### src/eeprom_cmd_pkg.sv
// shared constants and types for the serial eeprom command block
package eeprom_cmd_pkg;
   localparam int unsigned CLK_PERIOD_NS = 25;
   localparam int unsigned OP_TIMEOUT_MS = 30;
   localparam int unsigned OP_TIMEOUT_CYC = OP_TIMEOUT_MS * 1000000 / CLK_PERIOD_NS;
   localparam int unsigned SK_HALF_NS = 1000;
   localparam int unsigned SK_HALF_CYC = (SK_HALF_NS + CLK_PERIOD_NS - 1) / CLK_PERIOD_NS;

   localparam logic [11:0] CMD_OFFSET = 12'hb0;
   localparam logic [11:0] DATA_OFFSET = 12'hb4;

   localparam int unsigned BUSY_BIT = 31;
   localparam int unsigned CODE_MSB = 30;
   localparam int unsigned CODE_LSB = 28;
   localparam int unsigned TIMEOUT_BIT = 9;
   localparam int unsigned LOADED_BIT = 8;
   localparam logic [7:0] ADDR_RESET = 8'h00;
   localparam logic [7:0] DATA_RESET = 8'h00;

   // first stored byte marks a programmed memory; value is arbitrary
   localparam logic [7:0] VALID_SIGNATURE = 8'ha5;
   localparam logic [2:0] LAST_RELOAD_IDX = 3'h6;

   localparam int unsigned FRAME_W = 19;
   localparam logic [4:0] SHORT_BITS = 5'h0b;
   localparam logic [4:0] LONG_BITS = 5'h13;
   localparam logic [1:0] OP_EXT = 2'h0;
   localparam logic [1:0] OP_WRITE = 2'h1;
   localparam logic [1:0] OP_READ = 2'h2;
   localparam logic [1:0] OP_ERASE = 2'h3;
   localparam logic [7:0] EXT_DISABLE = 8'h00;
   localparam logic [7:0] EXT_FILL = 8'h40;
   localparam logic [7:0] EXT_CLEAR = 8'h80;
   localparam logic [7:0] EXT_ENABLE = 8'hc0;

   typedef enum logic [2:0] {
      readCmd, eraseWriteDisableCmd, eraseWriteEnableCmd, writeCmd,
      fillAllCmd, eraseCmd, clearAllCmd, reloadCmd
   } command_type;

   typedef struct packed {
      logic chipSelect;
      logic serialClock;
      logic serialDataOut;
      logic serialDataOe;
   } wire_out_type;
endpackage

### src/eeprom_timeout_timer.sv
// counts how long a wait for the memory's ready answer has lasted
`timescale 1ns/1ps
module eeprom_timeout_timer #(
   parameter int unsigned CYCLES = eeprom_cmd_pkg::OP_TIMEOUT_CYC
) (
   input  wire logic clk,
   input  wire logic rst_b,
   input  wire logic run,
   output logic      expired
);
   localparam int unsigned W = $clog2(CYCLES + 1);
   localparam logic [W-1:0] LAST = W'(CYCLES - 1);
   logic [W-1:0] count;
   wire          atLast = (count == LAST);

   // restarts whenever run drops, so each wait gets the full window
   always_ff @(posedge clk or negedge rst_b) begin
      if (!rst_b) begin
         count <= '0;
         expired <= 1'b0;
      end else begin
         count <= (run && !atLast) ? count + W'(1) : '0;
         expired <= run && atLast && !expired;
      end
   end
endmodule

### src/eeprom_wire_engine.sv
// three-wire frame shifter with optional byte read and ready wait
`timescale 1ns/1ps
module eeprom_wire_engine #(
   parameter int unsigned HALF = eeprom_cmd_pkg::SK_HALF_CYC,
   parameter int unsigned FW   = eeprom_cmd_pkg::FRAME_W
) (
   input  wire logic                         clk,
   input  wire logic                         rst_b,
   input  wire logic                         start,
   input  wire logic [FW-1:0]                frame,
   input  wire logic [4:0]                   outBits,
   input  wire logic                         readByte,
   input  wire logic                         waitReady,
   input  wire logic                         abort,
   input  wire logic                         dataIn,
   output eeprom_cmd_pkg::wire_out_type      pins,
   output logic                              waiting,
   output logic                              done,
   output logic [7:0]                        readData
);
   typedef enum {eIdle, eShift, eRead, eGap, eWait} eng_type;
   eng_type         state;
   logic [FW-1:0]   shifter;
   logic [4:0]      bitCnt;
   logic            doRead;
   logic            doWait;
   logic [$clog2(HALF+1)-1:0] div;
   wire             tick = (div == '0);
   wire             lastBit = (bitCnt == 5'h01);

   always_ff @(posedge clk or negedge rst_b) begin
      if (!rst_b) begin
         state <= eIdle;
         pins <= '0;
         shifter <= '0;
         bitCnt <= '0;
         doRead <= 1'b0;
         doWait <= 1'b0;
         div <= '0;
         waiting <= 1'b0;
         done <= 1'b0;
         readData <= '0;
      end else begin
         done <= 1'b0;
         div <= (tick || state == eIdle) ? ($bits(div))'(HALF - 1) : div - 1'b1;
         case (state)
            eIdle: if (start) begin
               state <= eShift;
               shifter <= frame;
               bitCnt <= outBits;
               doRead <= readByte;
               doWait <= waitReady;
               pins <= '{chipSelect: 1'b1, serialClock: 1'b0,
                         serialDataOut: frame[FW-1], serialDataOe: 1'b1};
            end
            eShift: if (tick) begin
               pins.serialClock <= !pins.serialClock;
               if (pins.serialClock) begin
                  shifter <= shifter << 1;
                  pins.serialDataOut <= shifter[FW-2];
                  bitCnt <= bitCnt - 5'h01;
                  if (lastBit) begin
                     pins.serialDataOe <= 1'b0;
                     bitCnt <= 5'h08;
                     state <= doRead ? eRead : (doWait ? eGap : eIdle);
                     if (!doRead && !doWait) begin
                        pins.chipSelect <= 1'b0;
                        done <= 1'b1;
                     end
                  end
               end
            end
            eRead: if (tick) begin
               pins.serialClock <= !pins.serialClock;
               if (pins.serialClock) begin
                  readData <= {readData[6:0], dataIn};
                  bitCnt <= bitCnt - 5'h01;
                  if (lastBit) begin
                     pins.chipSelect <= 1'b0;
                     done <= 1'b1;
                     state <= eIdle;
                  end
               end
            end
            // select drops for HALF-1 clocks, one short of a half period, to start the busy poll
            eGap: begin
               pins.chipSelect <= tick ? pins.chipSelect : 1'b0;
               if (tick && !pins.chipSelect) begin
                  pins.chipSelect <= 1'b1;
                  waiting <= 1'b1;
                  state <= eWait;
               end
            end
            eWait: if (dataIn || abort) begin
               pins.chipSelect <= 1'b0;
               waiting <= 1'b0;
               done <= 1'b1;
               state <= eIdle;
            end
            default: state <= eIdle;
         endcase
      end
   end
endmodule

### src/serial_eeprom_command_status.sv
// apb command and status front end of the serial eeprom controller
//
// Operation
// (RULE1) no ready answer within 30 ms: abandon, go idle, set time-out flag
// (RULE2) data line held high with no memory: no time-out, busy clears at sequence end
// (RULE3) with line low only erase, clear-all, write, fill-all may time out
// (RULE4) address-loaded flag set after valid memory and full station address load
// (RULE5) 8-bit byte address in low command bits selects location, resets to zero
// (RULE6) memory keeps erase/write enabled until disable command or power cycle
// (RULE7) separate 8-bit byte buffer holds read or write byte, resets to zero
// (RULE8) status flags stay set until software writes one; zero leaves them
`timescale 1ns/1ps
module serial_eeprom_command_status #(
   parameter int unsigned TIMEOUT_CYCLES = eeprom_cmd_pkg::OP_TIMEOUT_CYC,
   parameter int unsigned SK_HALF        = eeprom_cmd_pkg::SK_HALF_CYC
) (
   input  wire logic                     clk,
   input  wire logic                     rst_b,
   input  wire logic                     psel,
   input  wire logic                     penable,
   input  wire logic                     pwrite,
   input  wire logic [11:0]              paddr,
   input  wire logic [31:0]              pwdata,
   output logic                          pready,
   output logic [31:0]                   prdata,
   output logic                          pslverr,
   input  wire logic                     serialDataIn,
   output eeprom_cmd_pkg::wire_out_type  serialPins,
   output logic [47:0]                   stationAddr
);
   typedef enum {sIdle, sLaunch, sRun} ctl_type;
   ctl_type                     state;
   eeprom_cmd_pkg::command_type cmdCode;
   logic [7:0]                  memAddr;
   logic [7:0]                  byteBuf;
   logic                        timeoutFlag;
   logic                        loadedFlag;
   logic                        busyFlag;
   logic                        inReload;
   logic [2:0]                  idx;
   logic                        engWaiting;
   logic                        engDone;
   logic [7:0]                  engData;
   logic                        timerExpired;

   // apb decode; one wait state so read data comes from a flop
   wire        access   = psel && penable && pready;
   wire        wrAccess = access && pwrite;
   wire        hitCmd   = (paddr == eeprom_cmd_pkg::CMD_OFFSET);
   wire        hitData  = (paddr == eeprom_cmd_pkg::DATA_OFFSET);
   wire        wrCmd    = wrAccess && hitCmd;
   wire        wrData   = wrAccess && hitData;
   wire        launchSw = wrCmd && !busyFlag && pwdata[eeprom_cmd_pkg::BUSY_BIT];
   wire [31:0] cmdView  = {busyFlag, cmdCode, 18'h0, timeoutFlag, loadedFlag, memAddr};
   wire [31:0] rdMux    = hitCmd ? cmdView : (hitData ? {24'h0, byteBuf} : 32'h0);

   // address and byte buffer ignore bus writes while a command runs; a read loads the buffer at its end [RULE5] [RULE7]
   wire        loadAddr = wrCmd && !busyFlag;
   wire        loadData = wrData && !busyFlag;
   wire        clrTimeout = wrCmd && pwdata[eeprom_cmd_pkg::TIMEOUT_BIT];
   wire        clrLoaded  = wrCmd && pwdata[eeprom_cmd_pkg::LOADED_BIT];

   // frame build: start bit, opcode, address, data
   wire [7:0]  frameAddr = inReload ? {5'h00, idx} : memAddr;
   logic [1:0] opBits;
   logic [7:0] addrBits;
   always_comb begin
      opBits = eeprom_cmd_pkg::OP_EXT;
      addrBits = frameAddr;
      case (inReload ? eeprom_cmd_pkg::readCmd : cmdCode)
         eeprom_cmd_pkg::readCmd:              opBits = eeprom_cmd_pkg::OP_READ;
         eeprom_cmd_pkg::writeCmd:             opBits = eeprom_cmd_pkg::OP_WRITE;
         eeprom_cmd_pkg::eraseCmd:             opBits = eeprom_cmd_pkg::OP_ERASE;
         eeprom_cmd_pkg::eraseWriteEnableCmd:  addrBits = eeprom_cmd_pkg::EXT_ENABLE;
         eeprom_cmd_pkg::eraseWriteDisableCmd: addrBits = eeprom_cmd_pkg::EXT_DISABLE;
         eeprom_cmd_pkg::fillAllCmd:           addrBits = eeprom_cmd_pkg::EXT_FILL;
         eeprom_cmd_pkg::clearAllCmd:          addrBits = eeprom_cmd_pkg::EXT_CLEAR;
         default:                              opBits = eeprom_cmd_pkg::OP_READ;
      endcase
   end
   wire isWrite  = !inReload && (cmdCode == eeprom_cmd_pkg::writeCmd);
   wire isFill   = !inReload && (cmdCode == eeprom_cmd_pkg::fillAllCmd);
   wire isErase  = !inReload && (cmdCode == eeprom_cmd_pkg::eraseCmd);
   wire isClear  = !inReload && (cmdCode == eeprom_cmd_pkg::clearAllCmd);
   wire isRead   = inReload || (cmdCode == eeprom_cmd_pkg::readCmd);
   // only the programming commands poll for ready, so only they can time out [RULE3]
   wire needWait = isWrite || isFill || isErase || isClear;
   wire hasData  = isWrite || isFill;
   wire [eeprom_cmd_pkg::FRAME_W-1:0] frame = {1'b1, opBits, addrBits, byteBuf};
   wire [4:0]  nBits = hasData ? eeprom_cmd_pkg::LONG_BITS : eeprom_cmd_pkg::SHORT_BITS;
   wire        reloadLast = (idx == eeprom_cmd_pkg::LAST_RELOAD_IDX);
   wire        sigBad = (idx == 3'h0) && (engData != eeprom_cmd_pkg::VALID_SIGNATURE);
   wire        reloadEnd = inReload && (reloadLast || sigBad);

   eeprom_wire_engine #(
      .HALF (SK_HALF),
      .FW   (eeprom_cmd_pkg::FRAME_W)
   ) engine (
      .clk       (clk),
      .rst_b     (rst_b),
      .start     (state == sLaunch),
      .frame     (frame),
      .outBits   (nBits),
      .readByte  (isRead),
      .waitReady (needWait),
      .abort     (timerExpired),
      .dataIn    (serialDataIn),
      .pins      (serialPins),
      .waiting   (engWaiting),
      .done      (engDone),
      .readData  (engData)
   );

   // the window only runs while the memory is being polled for ready [RULE1]
   eeprom_timeout_timer #(
      .CYCLES (TIMEOUT_CYCLES)
   ) timer (
      .clk     (clk),
      .rst_b   (rst_b),
      .run     (engWaiting),
      .expired (timerExpired)
   );

   always_ff @(posedge clk or negedge rst_b) begin
      if (!rst_b) begin
         pready <= 1'b0;
         prdata <= 32'h0;
         pslverr <= 1'b0;
      end else begin
         pready <= psel && penable && !pready;
         prdata <= (psel && penable && !pready && !pwrite) ? rdMux : 32'h0;
         pslverr <= psel && penable && !pready && !hitCmd && !hitData;
      end
   end

   always_ff @(posedge clk or negedge rst_b) begin
      if (!rst_b) begin
         memAddr <= eeprom_cmd_pkg::ADDR_RESET;
         byteBuf <= eeprom_cmd_pkg::DATA_RESET;
         cmdCode <= eeprom_cmd_pkg::readCmd;
      end else begin
         if (loadAddr) begin
            memAddr <= pwdata[7:0]; // [RULE5]
            cmdCode <= eeprom_cmd_pkg::command_type'(
               pwdata[eeprom_cmd_pkg::CODE_MSB:eeprom_cmd_pkg::CODE_LSB]);
         end
         if (loadData) begin
            byteBuf <= pwdata[7:0]; // [RULE7]
         end else if (engDone && isRead && !inReload) begin
            byteBuf <= engData; // [RULE7]
         end
      end
   end

   // set wins over a same-cycle software clear [RULE8]
   always_ff @(posedge clk or negedge rst_b) begin
      if (!rst_b) begin
         timeoutFlag <= 1'b0;
         loadedFlag <= 1'b0;
      end else begin
         timeoutFlag <= timerExpired || (timeoutFlag && !clrTimeout); // [RULE1] [RULE8]
         loadedFlag <= (engDone && inReload && reloadLast) || (loadedFlag && !clrLoaded); // [RULE4]
      end
   end

   // reload starts by itself after reset, so the station address comes up loaded when the first byte matches the signature
   always_ff @(posedge clk or negedge rst_b) begin
      if (!rst_b) begin
         state <= sLaunch;
         busyFlag <= 1'b1;
         inReload <= 1'b1;
         idx <= 3'h0;
         stationAddr <= 48'h0;
      end else begin
         case (state)
            sIdle: if (launchSw) begin
               busyFlag <= 1'b1;
               state <= sLaunch;
               idx <= 3'h0;
               inReload <= pwdata[eeprom_cmd_pkg::CODE_MSB:eeprom_cmd_pkg::CODE_LSB]
                           == eeprom_cmd_pkg::reloadCmd;
            end
            sLaunch: state <= sRun;
            // busy clears as soon as a command's last engine run ends, polled or aborted [RULE1] [RULE2]
            sRun: if (engDone) begin
               if (inReload && idx != 3'h0) begin
                  stationAddr[8*(idx-3'h1) +: 8] <= engData; // [RULE4]
               end
               if (inReload && !reloadEnd) begin
                  idx <= idx + 3'h1;
                  state <= sLaunch;
               end else begin
                  busyFlag <= 1'b0;
                  inReload <= 1'b0;
                  state <= sIdle;
               end
            end
            default: state <= sIdle;
         endcase
      end
   end
endmodule

### config.mk
export PLATFORM = sky130hd
export DESIGN_NAME = serial_eeprom_command_status
export DESIGN_NICKNAME = d
export VERILOG_FILES = /design/src/eeprom_cmd_pkg.sv /design/src/eeprom_timeout_timer.sv /design/src/eeprom_wire_engine.sv /design/src/serial_eeprom_command_status.sv
export SDC_FILE = /design/constraint.sdc
export NUM_CORES = 1
export LEC_CHECK = 0
export BUFFER_PORTS_ARGS = -buffer_cell sky130_fd_sc_hd__buf_2
export CORE_MARGIN = 4
export CORE_UTILIZATION = 45
export CTS_BUF_LIST = sky130_fd_sc_hd__clkbuf_16
export DETAILED_ROUTE_END_ITERATION = 10
export GPL_ROUTABILITY_DRIVEN = 0
export PLACE_DENSITY = 0.75
export SLEW_MARGIN = 20
export SYNTH_ARGS = -nofsm -noshare
export SYNTH_HDL_FRONTEND = slang
export SYNTH_SLANG_ARGS = --single-unit
### constraint.sdc
create_clock -name clk -period 5.5 [get_ports clk]
set_input_delay 0.55 -clock clk [delete_from_list [all_inputs] [get_ports clk]]
set_output_delay 0.55 -clock clk [all_outputs]
set_load 0.05 [all_outputs]
# ---- Word-level counts from Yosys, hierarchy flattened
# Index checks and enable logic that the tools add are counted.
dict set report classes {
  add_sub_neg 6
  eq_ne 39
  n_shift 2
  muxes 76
  reduce_logical 84
}
# op n
set op_table {}
lappend op_table {{32-bit 2-to-1 mux} 14}
lappend op_table {{32-bit one-hot mux with 5 select lines} 1}
lappend op_table {{32-bit by 2-bit equality test with 1-bit output, second input constant} 4}
lappend op_table {{32-bit zero test} 3}
lappend op_table {{32-bit one-hot mux with 3 select lines} 1}
lappend op_table {{32-bit by 1-bit equality test with 1-bit output, second input constant} 2}
lappend op_table {{18-bit 2-to-1 mux} 3}
lappend op_table {{48-bit bitwise mux} 1}
lappend op_table {{8-bit by 34-bit variable shift with 48-bit output, first input constant} 1}
lappend op_table {{8-bit by 34-bit indexed part select with 48-bit output} 1}
lappend op_table {{18-bit one-hot mux with 2 select lines} 1}
lappend op_table {{5-bit 2-to-1 mux} 7}
lappend op_table {{32-bit negator with 34-bit output} 1}
lappend op_table {{1-bit logical AND} 33}
lappend op_table {{32-bit by 3-bit equality test with 1-bit output, second input constant} 1}
lappend op_table {{8-bit 2-to-1 mux} 4}
lappend op_table {{8-bit one-hot mux with 4 select lines} 1}
lappend op_table {{12-bit by 8-bit equality test with 1-bit output, second input constant} 2}
lappend op_table {{3-bit equality test, second input constant} 8}
lappend op_table {{1-bit 2-to-1 mux} 22}
lappend op_table {{2-bit by 1-bit inequality test with 1-bit output, second input constant} 11}
lappend op_table {{21-bit by 1-bit adder with 21-bit output, second input constant} 1}
lappend op_table {{21-bit equality test, second input constant} 1}
lappend op_table {{21-bit 2-to-1 mux} 1}
lappend op_table {{other kinds (36)} 82}
dict set report totals {
  regBits 239
  inputBits 50
  output_inout_bits 86
  elab_cells 235
}

# ---- Depth between registers and ports, before layout
dict set report logic_depth {
  depth_word 9
  ltp_mapped 14
  ltp_nobuf 11
}

# ---- Hierarchy
# From an unflattened synthesis, not the netlist that was laid out.
dict set report unflattened {
  hier_cells 783
  area_unflattened_um2 8111.5
}
# mod n_inst cells_per_inst area_each_um2 seq_area_each_um2
set modules_own_cells {}
lappend modules_own_cells {serial_eeprom_command_status 1 418 4496.8 2306.0}
lappend modules_own_cells {eeprom_wire_engine 1 248 2479.9 1201.2}
lappend modules_own_cells {eeprom_timeout_timer 1 117 1134.8 550.5}

# ---- Worst setup path before layout
# Ideal clock, no wire load.
dict set report synth_timing {
  kind {reg-to-reg}
  from {register idx[0]}
  to {register stationAddr[0]}
  setup_time_ps 125
  arrival_time_ps 3385
  required_ps 5375
  slack_ps 1990
  path_stages_with_launch 15
  path_buffers 3
  period_less_slack_ps 3510
  path_cell_list {dfrtp_1 > buf_2 > inv_1 > ha_1 > xnor2_1 > nand3_1 > inv_1 > ha_1 > buf_6 > or3b_1 > nor4_2 > o21ai_0 > or4_1 > buf_6 > mux2_4}
}
dict set report synth_via {
  elab_chain_cells 4
  word_cells_on_any_way 8
  cone_classes {2 x add/sub; 2 x shift; 1 x mux; 3 x reduce/logical}
}
# item line
set synth_rtl {}
lappend synth_rtl {{start: declaration} serial_eeprom_command_status.sv:40} ;# logic [2:0] idx;
lappend synth_rtl {{start signal: assignment} serial_eeprom_command_status.sv:190} ;# idx <= idx + 3'h1;
lappend synth_rtl {{3-bit by 1-bit subtractor with 4-bit output} serial_eeprom_command_status.sv:187} ;# stationAddr[8*(idx-3'h1) +: 8] <= engData;
lappend synth_rtl {{32-bit negator with 34-bit output} serial_eeprom_command_status.sv:187}
lappend synth_rtl {{8-bit by 34-bit indexed part select with 48-bit output or 8-bit by 34-bit variable shift with 48-bit output (tied branches)} serial_eeprom_command_status.sv:187}
lappend synth_rtl {{48-bit bitwise mux} serial_eeprom_command_status.sv:187}
lappend synth_rtl {{end signal: indexed assignment} serial_eeprom_command_status.sv:187}
lappend synth_rtl {{end: declaration} serial_eeprom_command_status.sv:29} ;# output logic [47:0] stationAddr
# Several ways; a longest one is shown, not always the timed one.
# A chain may end at the register's enable or synchronous reset.

# ---- Worst setup path in the final report
dict set report layout_timing {
  from {register idx[0]}
  to {register stationAddr[7]}
}
# The elaborated chain is that of the path after synthesis.

==> impl_metrics.py <==
metrics = {
    "finish": {
        "fin_area_sq_um": 9010,
        "regArea_sq_um": 4060,
        "fill_cells": 1523,
        "multiInputGateArea_sq_um": 3520,
        "final_cell_count_no_fill": 1087,
        "final_common_cell": "dfrtp_1",
        "diodes": 0,
        "syn2layout_area_growth_pct": 14.5,
        "drive_gt1_frac": 0.216,
        "final_cell_mix": "dfrtp_1 (159), nand2_1 (110), buf_2 (98), o21ai_0 (70), nor2_1 (56)",
        "final_util": 0.523,
        "nets": 915,
    },
    "clocking": {
        "cts_tree": "yes",
        "cts_made_buffers": 17,
        "clkTransAtPathRegs_ns": 0.06,
        "numClockSinks": 162,
        "post_cts_resized": 0,
        "root_buffer": "clkbuf_16",
        "insertion_delay_ns": 0.42,
        "cts_max_level": 4,
        "cts_buffer_depth": 2,
        "postCtsHoldBufs": 0,
        "cts_setup_buffers": 0,
    },
    "global_route": {
        "grt_pass1_vias": 5801,
        "grt_max_degree": 115,
        "grt_usage": 0.186,
        "grt_first_pass_wirelength_um": 29800,
        "gr-total-overflow": 0,
        "antenna_found_initial": 0,
    },
    "timing": {
        "fin_crit_ns": 4.14,
        "setup_viol": 0,
        "drv_slew": 0,
        "final.setup.worst_slack_ns": 1.36,
        "slew_headroom": 0.310,
        "clock_skew_ns": 0.0114,
        "hold_viol_final": 0,
        "tightest_slew_ns": 1.03,
        "fin_crit_sh": 0.753,
        "rsz0062_at_grt": "false",
        "setup_tns_ns": 0,
        "max_freq_mhz": 241,
    },
    "drt": {
        "wl_per_cell_um": 16.4,
        "drt-total-wl_um": 17900,
        "drc_errors": 0,
        "drt_first_pass_iters": 5,
        "drt-initial-drc-count": 508,
        "via_per_inst": 5.42,
        "num_vias": 5890,
        "final_antenna_net_count": 0,
    },
    "placement": {
        "dp_hpwl_um": 12300,
        "placed_area_sq_um": 8430,
        "port_buffers": 99,
        "dp.cells": 1055,
        "pre_cts_slack_ns": 1.47,
    },
    "critical_path": {
        "slowest_stage": "or4_1",
        "worst-endpoint-required_ns": 5.80,
        "cp_max_fo": 14,
        "path_cells": "inv_1, ha_1, xnor2_1, nand3_1, inv_1, ha_1, or3b_1, nor4_2, o21ai_0, or4_1, mux2_4",
        "end_kind": "register",
        "cp_top_family": "simple AND/OR/NAND/NOR gates",
        "cp.arrival_ns": 4.44,
        "start_kind": "register",
        "critical_path_class": "reg -> reg",
        "cpPeakStageDelay_ns": 0.75,
        "path_buf_inv": 2,
    },
    "die": {
        "core_sq_um": 17200,
        "start_util": 0.456,
        "rows": 48,
        "io_pins": 136,
        "die_w_um": 140,
        "dieArea_sq_um": 19700,
        "die_h_um": 140,
    },
    "logic_synthesis": {
        "synth.ff_latch_count": 162,
        "yosysWarnings": 0,
        "syn-cell-area_sq_um": 7860,
        "syn_area_per_cell_sq_um": 10.3,
        "seq_area_frac_synth": 0.516,
        "synthArstFlopShare": 1.00,
        "ys_types": 72,
        "synth-edff-count": 0,
        "syn_inst": 767,
        "synth_top_flop_cell": "dfrtp_1",
    },
    "job": {
        "max_cap_viol_count": 0,
    },
    "outcome": {
        "status": "complete, no violations",
    },
    "pwr": {
        "power.density_nw_per_um2": 286,
        "p_leak_uw": 0.00434,
        "ir_drop_uv": 181,
    },
    "hold_path": {
        "hp-class": "in -> async",
    },
}
==> final timing paths <==
| check | end | cells past startpoint | slack (ns) | from |
|---|---|---|---|---|
| min in group clk | byteBuf[7]$_DFFE_PN0P_ | 3 | 0.35 | pwdata[7] |
| setup reg to reg | stationAddr[7]$_DFFE_PN0P_ | 11 | 1.36 | idx[0]$_DFFE_PN0P_ |
| hold / removal | stationAddr[45]$_DFFE_PN0P_ | 1 | 0.27 | rst_b |
| hold reg to reg | engine.div[0]$_DFF_PN0_ | 1 | 0.46 | engine.div[0]$_DFF_PN0_ |
| max in group asynchronous | timer.count[20]$_DFF_PN0_ | 2 | 4.06 | rst_b |
| setup / recovery | stationAddr[7]$_DFFE_PN0P_ | 11 | 1.36 | idx[0]$_DFFE_PN0P_ |
==> Yosys cell counts, drive strengths merged (4+ instances only) <==
cell type,count,share of area
nor4,9,0.012
buf,32,0.027
and2,15,0.012
o21ai,71,0.045
a21oi,16,0.010
nor3b,5,0.0048
nand3b,5,0.0048
ha,16,0.025
nor2,56,0.027
nand4,11,0.0088
or3,7,0.0057
a31oi,4,0.0032
nand2b,9,0.0072
mux2,45,0.068
mux2i,16,0.020
nor4b,4,0.0045
a22oi,9,0.0086
nand3,22,0.014
xnor2,9,0.010
nand2,110,0.053
nor3,19,0.012
dfrtp,159,0.51
and3,6,0.0048
clkbuf,23,0.011
inv,16,0.0076
xor2,18,0.020
==> worst reg2reg max path, cell delays in order, from the launching register on <==
cell     delay (ns)
dfrtp_1        0.61
inv_1          0.25
ha_1           0.29
xnor2_1        0.36
nand3_1        0.17
inv_1          0.08
ha_1           0.29
or3b_1         0.42
nor4_2         0.26
o21ai_0        0.15
or4_1          0.75
mux2_4         0.40
==> report_power, final <==
| part | internal (uW) | switching [uW] |
|---|---|---|
| Sequential | 1210 | 25.4 |
| Clock | 664 | 483 |
| Combinational | 55.2 | 136 |
| Total | 1930 | 644 |
==> cell families after synthesis <==
kind of cell    share of synthesized area
other cells                      0.000477
flops                               0.516
buf+inv                            0.0457
mux                                0.0886
simple gates                        0.188
xor+xnor                           0.0331
compound gates                      0.103
fa+ha+maj                          0.0255
==> area by class of cell <==
class,count,share of cell area
inverters,17,0.00709
repair buffers,101,0.0577
clock buffers,17,0.0472
well taps,225,0.0313
clock inverters,15,0.0157
multi-input cells,550,0.391
flip-flops and latches,162,0.451
==> metal layers <==
layer / GRT usage / wire length (um) / share of wire / vias to the layer above
li1: - / - / - / 2813
met1: 0.259 / 8200 / 0.46 / 2903
met2: 0.295 / 8580 / 0.48 / 152
met3: 0.0379 / 826 / 0.046 / 22
met4: 0.0586 / 272 / 0.015 / 0
met5: 0 / 0 / 0 / -
==> metrics by stage <==
step	hold WS [ns]	power [uW]
floorplan	0.254	1390
global placement	0.450	1450
detailed placement	0.458	1450
CTS	0.328	2590
global route	0.337	2670
finish	0.267	2580
==> sequential cells by signal (all words and copies together) (netlist names), 4 cells and up <==
| name | count |
|---|---|
| stationAddr | 48 |
| memAddr | 8 |
| engine.div | 6 |
| engine.pins | 4 |
| timer.count | 21 |
| engine.bitCnt | 5 |
| engine.shifter | 18 |
| engine.readData | 8 |
| prdata | 14 |
| byteBuf | 8 |
(Power assumes the default switching activity.)
